[src/common/fspp_cfg.svh]
// Constants of the flash serial programming port.
`ifndef FSPP_CFG_SVH
`define FSPP_CFG_SVH
`define FSPP_CELL_BIT 23
`define FSPP_DIR_BIT 16
`define FSPP_ADDR_MSB 19
`define FSPP_LOCKED_BYTE 8'h00
`define FSPP_ERASED_BYTE 8'hff
`define FSPP_OPT_LO 20'h0003c
`define FSPP_OPT_HI 20'h0003f
`define FSPP_PROG_US 30
`define FSPP_CLK_MHZ 20
`define FSPP_PROG_CYC (`FSPP_PROG_US * `FSPP_CLK_MHZ)
`endif

[src/common/fspp_pkg.sv]
// Types of the flash serial programming port.
package fspp_pkg;
  typedef enum logic [3:0] {
    FSPP_IDLE = 4'b0001,
    FSPP_ADDR = 4'b0010,
    FSPP_WDATA = 4'b0100,
    FSPP_RDATA = 4'b1000
  } fspp_state_t;
  typedef enum logic [1:0] {
    FSPP_OP_READ = 2'h0,
    FSPP_OP_PROG = 2'h1,
    FSPP_OP_ERASE = 2'h2
  } fspp_op_t;
endpackage

[src/fspp_sync.sv]
// Two-stage synchroniser for the serial pins and mode pins.
`timescale 1ns/10ps
module fspp_sync (
  // Clock and reset.
  input wire logic clk_sys,
  input wire logic rst_n,
  // Level in and out.
  input wire logic async_in,
  output logic sync_out
);
  logic stage1;

  always_ff @(posedge clk_sys or negedge rst_n) begin
    if (!rst_n) begin
      stage1 <= 1'b1;
      sync_out <= 1'b1;
    end else begin
      stage1 <= async_in;
      sync_out <= stage1;
    end
  end
endmodule

[src/fspp_edges.sv]
// Finds clock edges and inverted start and stop on the synchronised lines.
`timescale 1ns/10ps
`include "fspp_cfg.svh"
module fspp_edges (
  // Clock and reset.
  input wire logic clk_sys,
  input wire logic rst_n,
  // Synchronised lines.
  input wire logic scl,
  input wire logic sda,
  // Events, one cycle each.
  output logic clk_rise,
  output logic clk_fall,
  output logic start_seen,
  output logic stop_seen
);
  logic scl_q;
  logic sda_q;

  always_ff @(posedge clk_sys or negedge rst_n) begin
    if (!rst_n) begin
      scl_q <= 1'b1;
      sda_q <= 1'b1;
    end else begin
      scl_q <= scl;
      sda_q <= sda;
    end
  end

  always_comb begin
    clk_rise = scl & ~scl_q;
    clk_fall = ~scl & scl_q;
    start_seen = scl & scl_q & sda & ~sda_q;
    stop_seen = scl & scl_q & ~sda & sda_q;
  end
endmodule

[src/fspp_port.sv]
// Slave side of the serial flash programming port with flash control outputs.
`timescale 1ns/10ps
`include "fspp_cfg.svh"
module fspp_port
  import fspp_pkg::*;
(
  // Clock and chip reset.
  input wire logic clk_sys,
  input wire logic rst_n,
  // Programming pins.
  input wire logic tool_reset_n,
  input wire logic test_mode_pin,
  input wire logic serial_clock,
  input wire logic serial_data_line_in,
  output logic serial_data_line_out,
  output logic serial_data_line_oe_n,
  // Flash array interface.
  output logic flash_req,
  output logic [1:0] flash_op,
  output logic flash_secondary,
  output logic [19:0] flash_addr,
  output logic [7:0] flash_wdata,
  input wire logic [7:0] flash_rdata,
  input wire logic read_lock,
  // Status.
  output logic tool_mode,
  output logic prog_busy
);
  logic scl_s;
  logic sda_s;
  logic rst_s;
  logic tst_s;
  logic clk_rise;
  logic clk_fall;
  logic start_seen;
  logic stop_seen;
  fspp_state_t state;
  logic [23:0] cmd;
  logic [7:0] shreg;
  logic [3:0] bitcnt;
  logic [1:0] bytecnt;
  logic first_wbyte;
  logic [15:0] busy_cnt;
  logic mode_ok;
  logic in_dummy;

  fspp_sync u_sync_scl (.clk_sys(clk_sys), .rst_n(rst_n), .async_in(serial_clock), .sync_out(scl_s));
  fspp_sync u_sync_sda (.clk_sys(clk_sys), .rst_n(rst_n), .async_in(serial_data_line_in), .sync_out(sda_s));
  fspp_sync u_sync_rst (.clk_sys(clk_sys), .rst_n(rst_n), .async_in(tool_reset_n), .sync_out(rst_s));
  fspp_sync u_sync_tst (.clk_sys(clk_sys), .rst_n(rst_n), .async_in(test_mode_pin), .sync_out(tst_s));

  fspp_edges u_edges (
    .clk_sys(clk_sys),
    .rst_n(rst_n),
    .scl(scl_s),
    .sda(sda_s),
    .clk_rise(clk_rise),
    .clk_fall(clk_fall),
    .start_seen(start_seen),
    .stop_seen(stop_seen)
  );

  ////////////////////////////////////////////////////////////////////////
  // Mode gating.

  // Tool mode needs reset held low and the test pin high together.
  assign mode_ok = ~rst_s & tst_s;
  assign in_dummy = (bitcnt == 4'h9);

  always_ff @(posedge clk_sys or negedge rst_n) begin
    if (!rst_n) begin
      tool_mode <= 1'b0;
    end else begin
      tool_mode <= mode_ok;
    end
  end

  ////////////////////////////////////////////////////////////////////////
  // Protocol state machine.

  always_ff @(posedge clk_sys or negedge rst_n) begin
    if (!rst_n) begin
      state <= FSPP_IDLE;
    end else if (!mode_ok || stop_seen) begin
      state <= FSPP_IDLE;
    end else if (start_seen) begin
      state <= FSPP_ADDR;
    end else if (state == FSPP_ADDR && clk_fall && in_dummy && bytecnt == 2'h2) begin
      state <= cmd[`FSPP_DIR_BIT] ? FSPP_RDATA : FSPP_WDATA;
    end
  end

  ////////////////////////////////////////////////////////////////////////
  // Bit counting: eight data bits then one dummy clock.
  // Rises are counted, so the falling edge that follows a start is not taken for a bit.

  always_ff @(posedge clk_sys or negedge rst_n) begin
    if (!rst_n) begin
      bitcnt <= 4'h0;
      bytecnt <= 2'h0;
    end else if (start_seen || state == FSPP_IDLE) begin
      bitcnt <= 4'h0;
      bytecnt <= 2'h0;
    end else if (clk_rise && bitcnt != 4'h9) begin
      bitcnt <= bitcnt + 4'h1;
    end else if (clk_fall && in_dummy) begin
      bitcnt <= 4'h0;
      if (bytecnt != 2'h3) begin
        bytecnt <= bytecnt + 2'h1;
      end
    end
  end

  ////////////////////////////////////////////////////////////////////////
  // Receive shifting, MSB first.

  always_ff @(posedge clk_sys or negedge rst_n) begin
    if (!rst_n) begin
      shreg <= 8'h00;
      cmd <= 24'h000000;
    end else if (start_seen) begin
      cmd <= 24'h000000;
    end else if (clk_rise && bitcnt < 4'h8) begin
      shreg <= {shreg[6:0], sda_s};
      if (state == FSPP_ADDR) begin
        cmd <= {cmd[22:0], sda_s};
      end
    end
  end

  ////////////////////////////////////////////////////////////////////////
  // Flash requests and address stepping.

  always_ff @(posedge clk_sys or negedge rst_n) begin
    if (!rst_n) begin
      flash_req <= 1'b0;
      flash_op <= FSPP_OP_READ;
      flash_secondary <= 1'b0;
      flash_addr <= 20'h00000;
      flash_wdata <= 8'h00;
      first_wbyte <= 1'b0;
    end else begin
      flash_req <= 1'b0;
      if (state == FSPP_ADDR && clk_fall && in_dummy && bytecnt == 2'h2) begin
        flash_secondary <= cmd[`FSPP_CELL_BIT];
        flash_addr <= cmd[`FSPP_ADDR_MSB:0];
        first_wbyte <= 1'b1;
        if (cmd[`FSPP_DIR_BIT]) begin
          flash_op <= FSPP_OP_READ;
          flash_req <= 1'b1;
        end
      end else if (state == FSPP_WDATA && clk_fall && in_dummy) begin
        // A secondary-cell write whose cmd[15:8] is not 0x0e (such as 0x5515) is the chip erase,
        // the only erase this port offers; sector erase stays with software.
        if (flash_secondary && cmd[15:8] != 8'h0e) begin
          if (first_wbyte) begin
            flash_op <= FSPP_OP_ERASE;
            flash_req <= 1'b1;
          end
        end else if (shreg != `FSPP_ERASED_BYTE || first_wbyte) begin
          // Trailing 0xff needs no programming; the last data byte was requested at its own dummy.
          flash_op <= FSPP_OP_PROG;
          flash_req <= 1'b1;
        end
        flash_wdata <= shreg;
        first_wbyte <= 1'b0;
        if (!first_wbyte) begin
          flash_addr <= flash_addr + 20'h00001;
        end
      end else if (state == FSPP_WDATA && first_wbyte == 1'b0 && flash_req) begin
        flash_addr <= flash_addr;
      end else if (state == FSPP_RDATA && clk_fall && in_dummy) begin
        flash_addr <= flash_addr + 20'h00001;
        flash_op <= FSPP_OP_READ;
        flash_req <= 1'b1;
      end
    end
  end

  ////////////////////////////////////////////////////////////////////////
  // Programming time guard for observers.

  always_ff @(posedge clk_sys or negedge rst_n) begin
    if (!rst_n) begin
      busy_cnt <= 16'h0000;
      prog_busy <= 1'b0;
    end else if (flash_req && flash_op != FSPP_OP_READ) begin
      busy_cnt <= 16'(`FSPP_PROG_CYC);
      prog_busy <= 1'b1;
    end else if (busy_cnt != 16'h0000) begin
      busy_cnt <= busy_cnt - 16'h0001;
      prog_busy <= (busy_cnt != 16'h0001);
    end
  end

  ////////////////////////////////////////////////////////////////////////
  // Read data drive: device drives the eight bit periods, never the dummy.

  logic [7:0] rd_byte;
  always_ff @(posedge clk_sys or negedge rst_n) begin
    if (!rst_n) begin
      rd_byte <= 8'h00;
      serial_data_line_out <= 1'b1;
      serial_data_line_oe_n <= 1'b1;
    end else if (state != FSPP_RDATA || !mode_ok || stop_seen) begin
      serial_data_line_out <= 1'b1;
      serial_data_line_oe_n <= 1'b1;
    end else if (flash_req && flash_op == FSPP_OP_READ) begin
      // The first bit goes out at once, while the clock is still low after the dummy.
      rd_byte <= read_lock ? `FSPP_LOCKED_BYTE : flash_rdata;
      serial_data_line_out <= read_lock ? 1'b0 : flash_rdata[7];
      serial_data_line_oe_n <= 1'b0;
    end else if (clk_fall) begin
      if (bitcnt == 4'h8) begin
        serial_data_line_oe_n <= 1'b1;
      end else if (bitcnt != 4'h0 && !in_dummy) begin
        serial_data_line_out <= rd_byte[3'h7 - bitcnt[2:0]];
      end
    end
  end

  ////////////////////////////////////////////////////////////////////////
  // Checks.

  a_no_ack_drive: assert property (@(posedge clk_sys) disable iff (!rst_n)
    (state != FSPP_RDATA) |=> serial_data_line_oe_n)
    else $error("data line driven outside a read");
  a_idle_on_stop: assert property (@(posedge clk_sys) disable iff (!rst_n)
    stop_seen |=> state == FSPP_IDLE)
    else $error("stop did not return to idle");
  a_idle_no_mode: assert property (@(posedge clk_sys) disable iff (!rst_n)
    !mode_ok |=> state == FSPP_IDLE)
    else $error("protocol active outside tool mode");
  a_start_addr: assert property (@(posedge clk_sys) disable iff (!rst_n)
    (start_seen && mode_ok && !stop_seen) |=> state == FSPP_ADDR)
    else $error("start not taken");
  a_lock_zero: assert property (@(posedge clk_sys) disable iff (!rst_n)
    (read_lock && flash_req && flash_op == FSPP_OP_READ && state == FSPP_RDATA && !clk_fall && mode_ok && !stop_seen)
      |=> rd_byte == 8'h00)
    else $error("locked read returned data");
  a_read_step: assert property (@(posedge clk_sys) disable iff (!rst_n)
    (state == FSPP_RDATA && clk_fall && in_dummy && mode_ok && !stop_seen)
      |=> flash_addr == $past(flash_addr) + 20'h00001)
    else $error("read address not stepped");
  a_dir_decode: assert property (@(posedge clk_sys) disable iff (!rst_n)
    (state == FSPP_ADDR && $past(state) == FSPP_ADDR) ##1 (state == FSPP_RDATA) |-> cmd[16])
    else $error("read entered with write direction");
  a_busy_len: assert property (@(posedge clk_sys) disable iff (!rst_n)
    (flash_req && flash_op == FSPP_OP_PROG) |=> prog_busy [*8])
    else $error("program busy too short");
endmodule

[config.mk]
export PLATFORM = sky130hd
export DESIGN_NAME = fspp_port
export DESIGN_NICKNAME = d
export VERILOG_FILES = /design/src/common/fspp_pkg.sv /design/src/fspp_sync.sv /design/src/fspp_edges.sv /design/src/fspp_port.sv
export VERILOG_INCLUDE_DIRS = /design/src /design/src/common
export SDC_FILE = /design/constraint.sdc
export NUM_CORES = 1
export LEC_CHECK = 0
export ABC_AREA = 1
export BUFFER_PORTS_ARGS = -buffer_cell sky130_fd_sc_hd__buf_2
export CAP_MARGIN = 5
export CORE_MARGIN = 4
export CORE_UTILIZATION = 30
export DETAILED_ROUTE_END_ITERATION = 16
export PLACE_DENSITY_LB_ADDON = 0.25
export SLEW_MARGIN = 10
export SYNTH_ARGS = -nofsm -noshare
export SYNTH_HDL_FRONTEND = slang
export SYNTH_HIERARCHICAL = 1
export SYNTH_SLANG_ARGS = --single-unit
[constraint.sdc]
create_clock -name clk_sys -period 3.8 [get_ports clk_sys]
set_clock_uncertainty 0.2 [all_clocks]
set_input_delay 0.38 -clock clk_sys [delete_from_list [all_inputs] [get_ports clk_sys]]
set_output_delay 0.38 -clock clk_sys [all_outputs]
set_load 0.05 [all_outputs]
[Yosys cells after proc, flatten, opt, wreduce, memory -nomap -nowiden]
Index checks and enable logic that the tools add are counted.
Word-level totals
  logic and storage cells: 173
  output and inout bits: 36
  bits in registers: 113
  bits of input ports: 15
Cells by class
  bitwise operators: 17
  reductions and logical operators: 48
  $lt $le $gt $ge: 2
  $add $sub $neg: 5
  mux-type cells: 54
  equality and inequality tests: 20
Operator list (number)
  20-bit two-way mux: 5
  24-bit two-way mux: 3
  16-bit two-way mux: 2
  4-bit two-way mux: 7
  2-bit two-way mux: 12
  1-bit two-way mux: 23
  20-bit by 1-bit adder with 20-bit output (second input constant): 1
  3-bit nonzero test: 6
  1-bit logical AND: 16
  16-bit by 1-bit != test with 1-bit output (second input constant): 1
  16-bit nonzero test: 1
  16-bit by 1-bit subtractor with 16-bit output (second input constant): 1
  2-bit nonzero test: 7
  4-bit equality test (second input constant): 3
  4-bit != test (second input constant): 3
  2-bit AND reduction: 5
  3-bit != test (second input constant): 3
  1-bit inverter: 9
  3-bit AND reduction: 3
  1-bit AND: 8
  8-bit two-way mux: 1
  8-bit by 4-bit != test with 1-bit output (second input constant): 1
  8-bit != test (second input constant): 1
  2-bit != test (second input constant): 3
  other kinds (16): 21

[Depth between registers and ports, before layout]
  depth after elaboration: 8
  mapped depth: 12

[By module]
The synthesis kept the hierarchy.
Modules (own cells, without submodules)
  fspp_port: area each 5614.1 µm², times used 1, cells each 756
  fspp_sync: area each 52.6 µm², times used 4, cells each 2
  fspp_edges: area each 93.8 µm², times used 1, cells each 13

[Worst setup path after synthesis]
OpenSTA, ideal clock, no wires.
  path kind: reg-to-reg
  start point: register flash_addr[0]
  end point: register flash_addr[8]
  path buffers: 0
  path slack: 1.771 ns
  data arrival time: 1.711 ns
  setup time: 0.118 ns
  stages on the path, launching flop included: 11
  cells stage by stage: dfrtp_1 > ha_1 > nand2_1 > nor2_1 > nand2_1 > nand2_1 > nand2_1 > nand2_1 > o21ai_0 > nand3_1 > nand2_1
Between the ends
  word-level cells in the longest chain between the ends: 5
RTL lines
  start, declared: line fspp_port.sv:21  | output logic [19:0] flash_addr,
  start signal, assigned: line fspp_port.sv:146  | flash_addr <= cmd[`FSPP_ADDR_MSB:0];
  start signal, assigned: line fspp_port.sv:168  | flash_addr <= flash_addr + 20'h00001;
  start signal, assigned: line fspp_port.sv:171  | flash_addr <= flash_addr;
  20-bit by 1-bit adder with 20-bit output (*): line fspp_port.sv:168, fspp_port.sv:173
  20-bit two-way mux: line fspp_port.sv:172  | end else if (state == FSPP_RDATA && clk_fall && in_dummy) begin
  20-bit two-way mux: line fspp_port.sv:170  | end else if (state == FSPP_WDATA && first_wbyte == 1'b0 && flash_req) begin
  20-bit two-way mux (*): line fspp_port.sv:152  | end else if (state == FSPP_WDATA && clk_fall && in_dummy) begin
  20-bit two-way mux (*): line fspp_port.sv:144  | if (state == FSPP_ADDR && clk_fall && in_dummy && bytecnt == 2'h2) begin
Mark *: on every way between the ends. The rest lies on a longest branch, timed or not. The select of a mux whose other input is x is not followed.
A chain may end at the register's enable or synchronous reset.

[Worst setup path in the final report]
  start point: register u_edges.scl_q
  end point: register flash_addr[3]
Between the ends
  word-level cells in the longest chain between the ends: 6
RTL lines
  start, declared: line fspp_edges.sv:17  | logic scl_q;
  start signal, assigned: line fspp_edges.sv:25  | scl_q <= scl;
  1-bit AND (*): line fspp_edges.sv:32  | clk_fall = ~scl & scl_q;
  via clk_fall: line fspp_port.sv:34  | logic clk_fall;
  1-bit logical AND (3 in a row): line fspp_port.sv:144
  3-bit != test (no source line) / 3-bit nonzero test (equally long branches)
  3-bit AND reduction (no source line)
Mark *: on every way through the listed nets, which the timed path passes. The rest lies on a longest branch.

==> flow_summary.json <==
{
  "critPathMaxStageDelay_ns": 0.54,
  "whs_ns": 0.01644,
  "core_area_um2": 19460,
  "met1_usage_pct": 19.52,
  "crit_arrival_ns": 2.84,
  "drc_errors": 0,
  "ios": 51,
  "critPathLaunchType": "register",
  "critPathLaunch": "u_edges/scl_q$_DFF_PN1_",
  "max_freq_ghz": 0.3666,
  "clock_tree.buffer_depth": 2,
  "crit_path_end_kind": "register",
  "worst-path-max-fanout": 33,
  "drtIter0Drc": 380,
  "dpl_worst_slack_ns": 1.079,
  "die_x_um": 148.5,
  "status": "finished clean",
  "grt_antenna_before_repair": 0,
  "grt_pass1_wl_mm": 24.50,
  "root_buffer": "clkbuf_16",
  "syn_nets": 801,
  "drt-vias-per-instance": 4.491,
  "seq_area_frac_synth_pct": 48.05,
  "ys_ff_latch": 113,
  "final_max_slew_viol_count": 0,
  "whs_path_depth": 3,
  "via_count": 5012,
  "finalSetupViolCount": 0,
  "clock_sinks": 113,
  "hold_violations": 0,
  "drt-wirelength-per-cell_um": 12.87,
  "placed_cell_area_um2": 6422,
  "start_util_pct": 30.41,
  "yosysTopAreaCellShare_pct": 42.28,
  "r2r_cells": 11,
  "met3_usage_pct": 4.235,
  "hpwl_mm": 10.38,
  "hold_path.startpoint": "flash_rdata[3]",
  "grt-ovfl-total": 0,
  "cts_hold_buf": 7,
  "final_nets": 862,
  "worstHoldPathType": "in2reg",
  "area_delta_synth_final_pct": 20.70,
  "grt.busiest_layer": "met2",
  "tns_ns": 0,
  "clk_pin_slew_ns": 0.05,
  "slowest_stage": "dfstp_2",
  "rsz0062_at_grt": "no",
  "die_y_um": 148.5,
  "htreeDepth": 4,
  "yosysTopAreaCell": "dfrtp_1",
  "power_density_nw_per_um2": 441.1,
  "routed_wl_mm": 14.36,
  "final_cells": 1116,
  "critPathTopFamily": "simple AND/OR/NAND/NOR gates",
  "critical_path_class": "reg2reg",
  "fin_util_pct": 36.70,
  "r2r-start": "u_edges/scl_q$_DFF_PN1_",
  "cp_num_cells": 11,
  "mostFrequentLayoutCells": "205 x nand2_1, 110 x nor2_1, 103 x inv_1",
  "dieArea_um2": 22040,
  "dr.pass1.iters": 5,
  "layout_commonest_cell": "nand2_1",
  "syn_avg_cell_area_um2": 7.617,
  "setup_ws_ns": 1.073,
  "track_usage_pct": 13.90,
  "max-vdd-ir-drop_mv": 0.3079,
  "grt_util_met2_pct": 20.96,
  "clock_latency_ns": 0.41,
  "ctsResizeCount": 0,
  "fp-row-count": 51,
  "post-route-period-util_pct": 71.78,
  "netlist_instances": 777,
  "fin_area_um2": 7143,
  "diodes": 0,
  "crit_chain": "inv_1, nor2_1, inv_1, nor2_4, nand2_2, nand3_4, nand2_4, inv_2, nand2_1, nand2_1, inv_1",
  "first_global_vias": 4866,
  "layout-drive-gt1-share_pct": 13.04,
  "post_cts_buffers": 0,
  "synth_cell_types": 40,
  "tightest_slew_ns": 0.8660,
  "ant_nets": 0,
  "crit_path_frequent_cell": "inv_1",
  "maxCapViolations": 0,
  "cp_num_buf_inv": 4,
  "cts_tree": "built",
  "slew_headroom_pct": 42.26,
  "port_buffers": 50,
  "finalWeightedCongestion": 0.8087,
  "syn_area_um2": 5918,
  "place_inst": 1077,
  "yosysWarnings": 6,
  "power.total_mw": 3.151,
  "grt_max_degree": 69,
  "yosys-top-cells-area": "dfrtp_1 42%, nand2_1 13%, nor2_1 7.0%",
  "required_ns": 3.91,
  "p_leak_nw": 3.585,
  "fin_crit_ns": 2.727,
  "cts_buffers": 17
}
==> worst paths after layout <==
kind | end | slack [ns]
max in group asynchronous | serial_data_line_oe_n$_DFFE_PN1P_ | 2.08
hold / removal | rd_byte[3]$_DFFE_PN0P_ | 0.02
setup reg to reg | flash_addr[3]$_DFFE_PN0P_ | 1.07
min in group asynchronous | shreg[2]$_DFFE_PN0P_ | 0.43
hold reg to reg | u_sync_tst/sync_out$_DFF_PN1_ | 0.15
setup / recovery | flash_addr[3]$_DFFE_PN0P_ | 1.07
==> registers in the layout (all words and copies together), names as in the netlist, 2 cells and up <==
| signal | count |
|---|---|
| cmd | 24 |
| flash_addr | 20 |
| busy_cnt | 16 |
| flash_wdata | 8 |
| rd_byte | 8 |
| shreg | 8 |
| bitcnt | 4 |
| state | 4 |
| bytecnt | 2 |
| flash_op | 2 |
==> cell usage after synthesis, drive strengths merged <==
cell and count:
nand2 210, nor2 113, inv 107, dfrtp 100, nand3 64, o21ai 59
nor3 16, dfstp 13, nand4 13, o22ai 13, buf 12, a21oi 10
ha 9, xor2 9, clkbuf 5, o211ai 4, o31ai 4, a31oi 3
nand3b 3, xnor2 3, nor4 2, or2 2, clkinv 1, nor3b 1
o21bai 1
==> where the power goes <==
part	switching (mW)	total (mW)	internal, mW
combinational	0.0738	0.107	0.0330
clock	0.555	1.78	1.23
sequential	0.0238	1.26	1.24
total	0.653	3.15	2.50
==> area by class of cell <==
class                           instances  area [um2]
Fill cell                            2030       12320
Inverter                              108       405.4
Sequential cell                       113        2844
Timing Repair Buffer                   59       337.8
Tap cell                              265       331.6
Clock buffer                           22       444.2
Clock inverter                         10       206.4
Multi-Input combinational cell        539        2574
==> tightest hold or removal path, stage by stage <==
cell and delay [ns]:
buf_2 0.08, nand3_1 0.07, nand2_1 0.06
==> cells by family after synthesis <==
| logic type | count (synthesis) | synth area share [%] |
|---|---|---|
| flops | 113 | 48.06 |
| xor+xnor | 12 | 1.776 |
| compound gates | 94 | 8.732 |
| simple gates | 424 | 31.08 |
| fa+ha+maj | 9 | 1.903 |
| buf+inv | 125 | 8.456 |
==> per-layer routing <==
metal / up-vias / wire length (um)
li1: 2603 / -
met1: 2308 / 7211
met2: 88 / 6397
met3: 13 / 625
met4: 0 / 125
met5: - / 0
(Power assumes the default switching activity.)
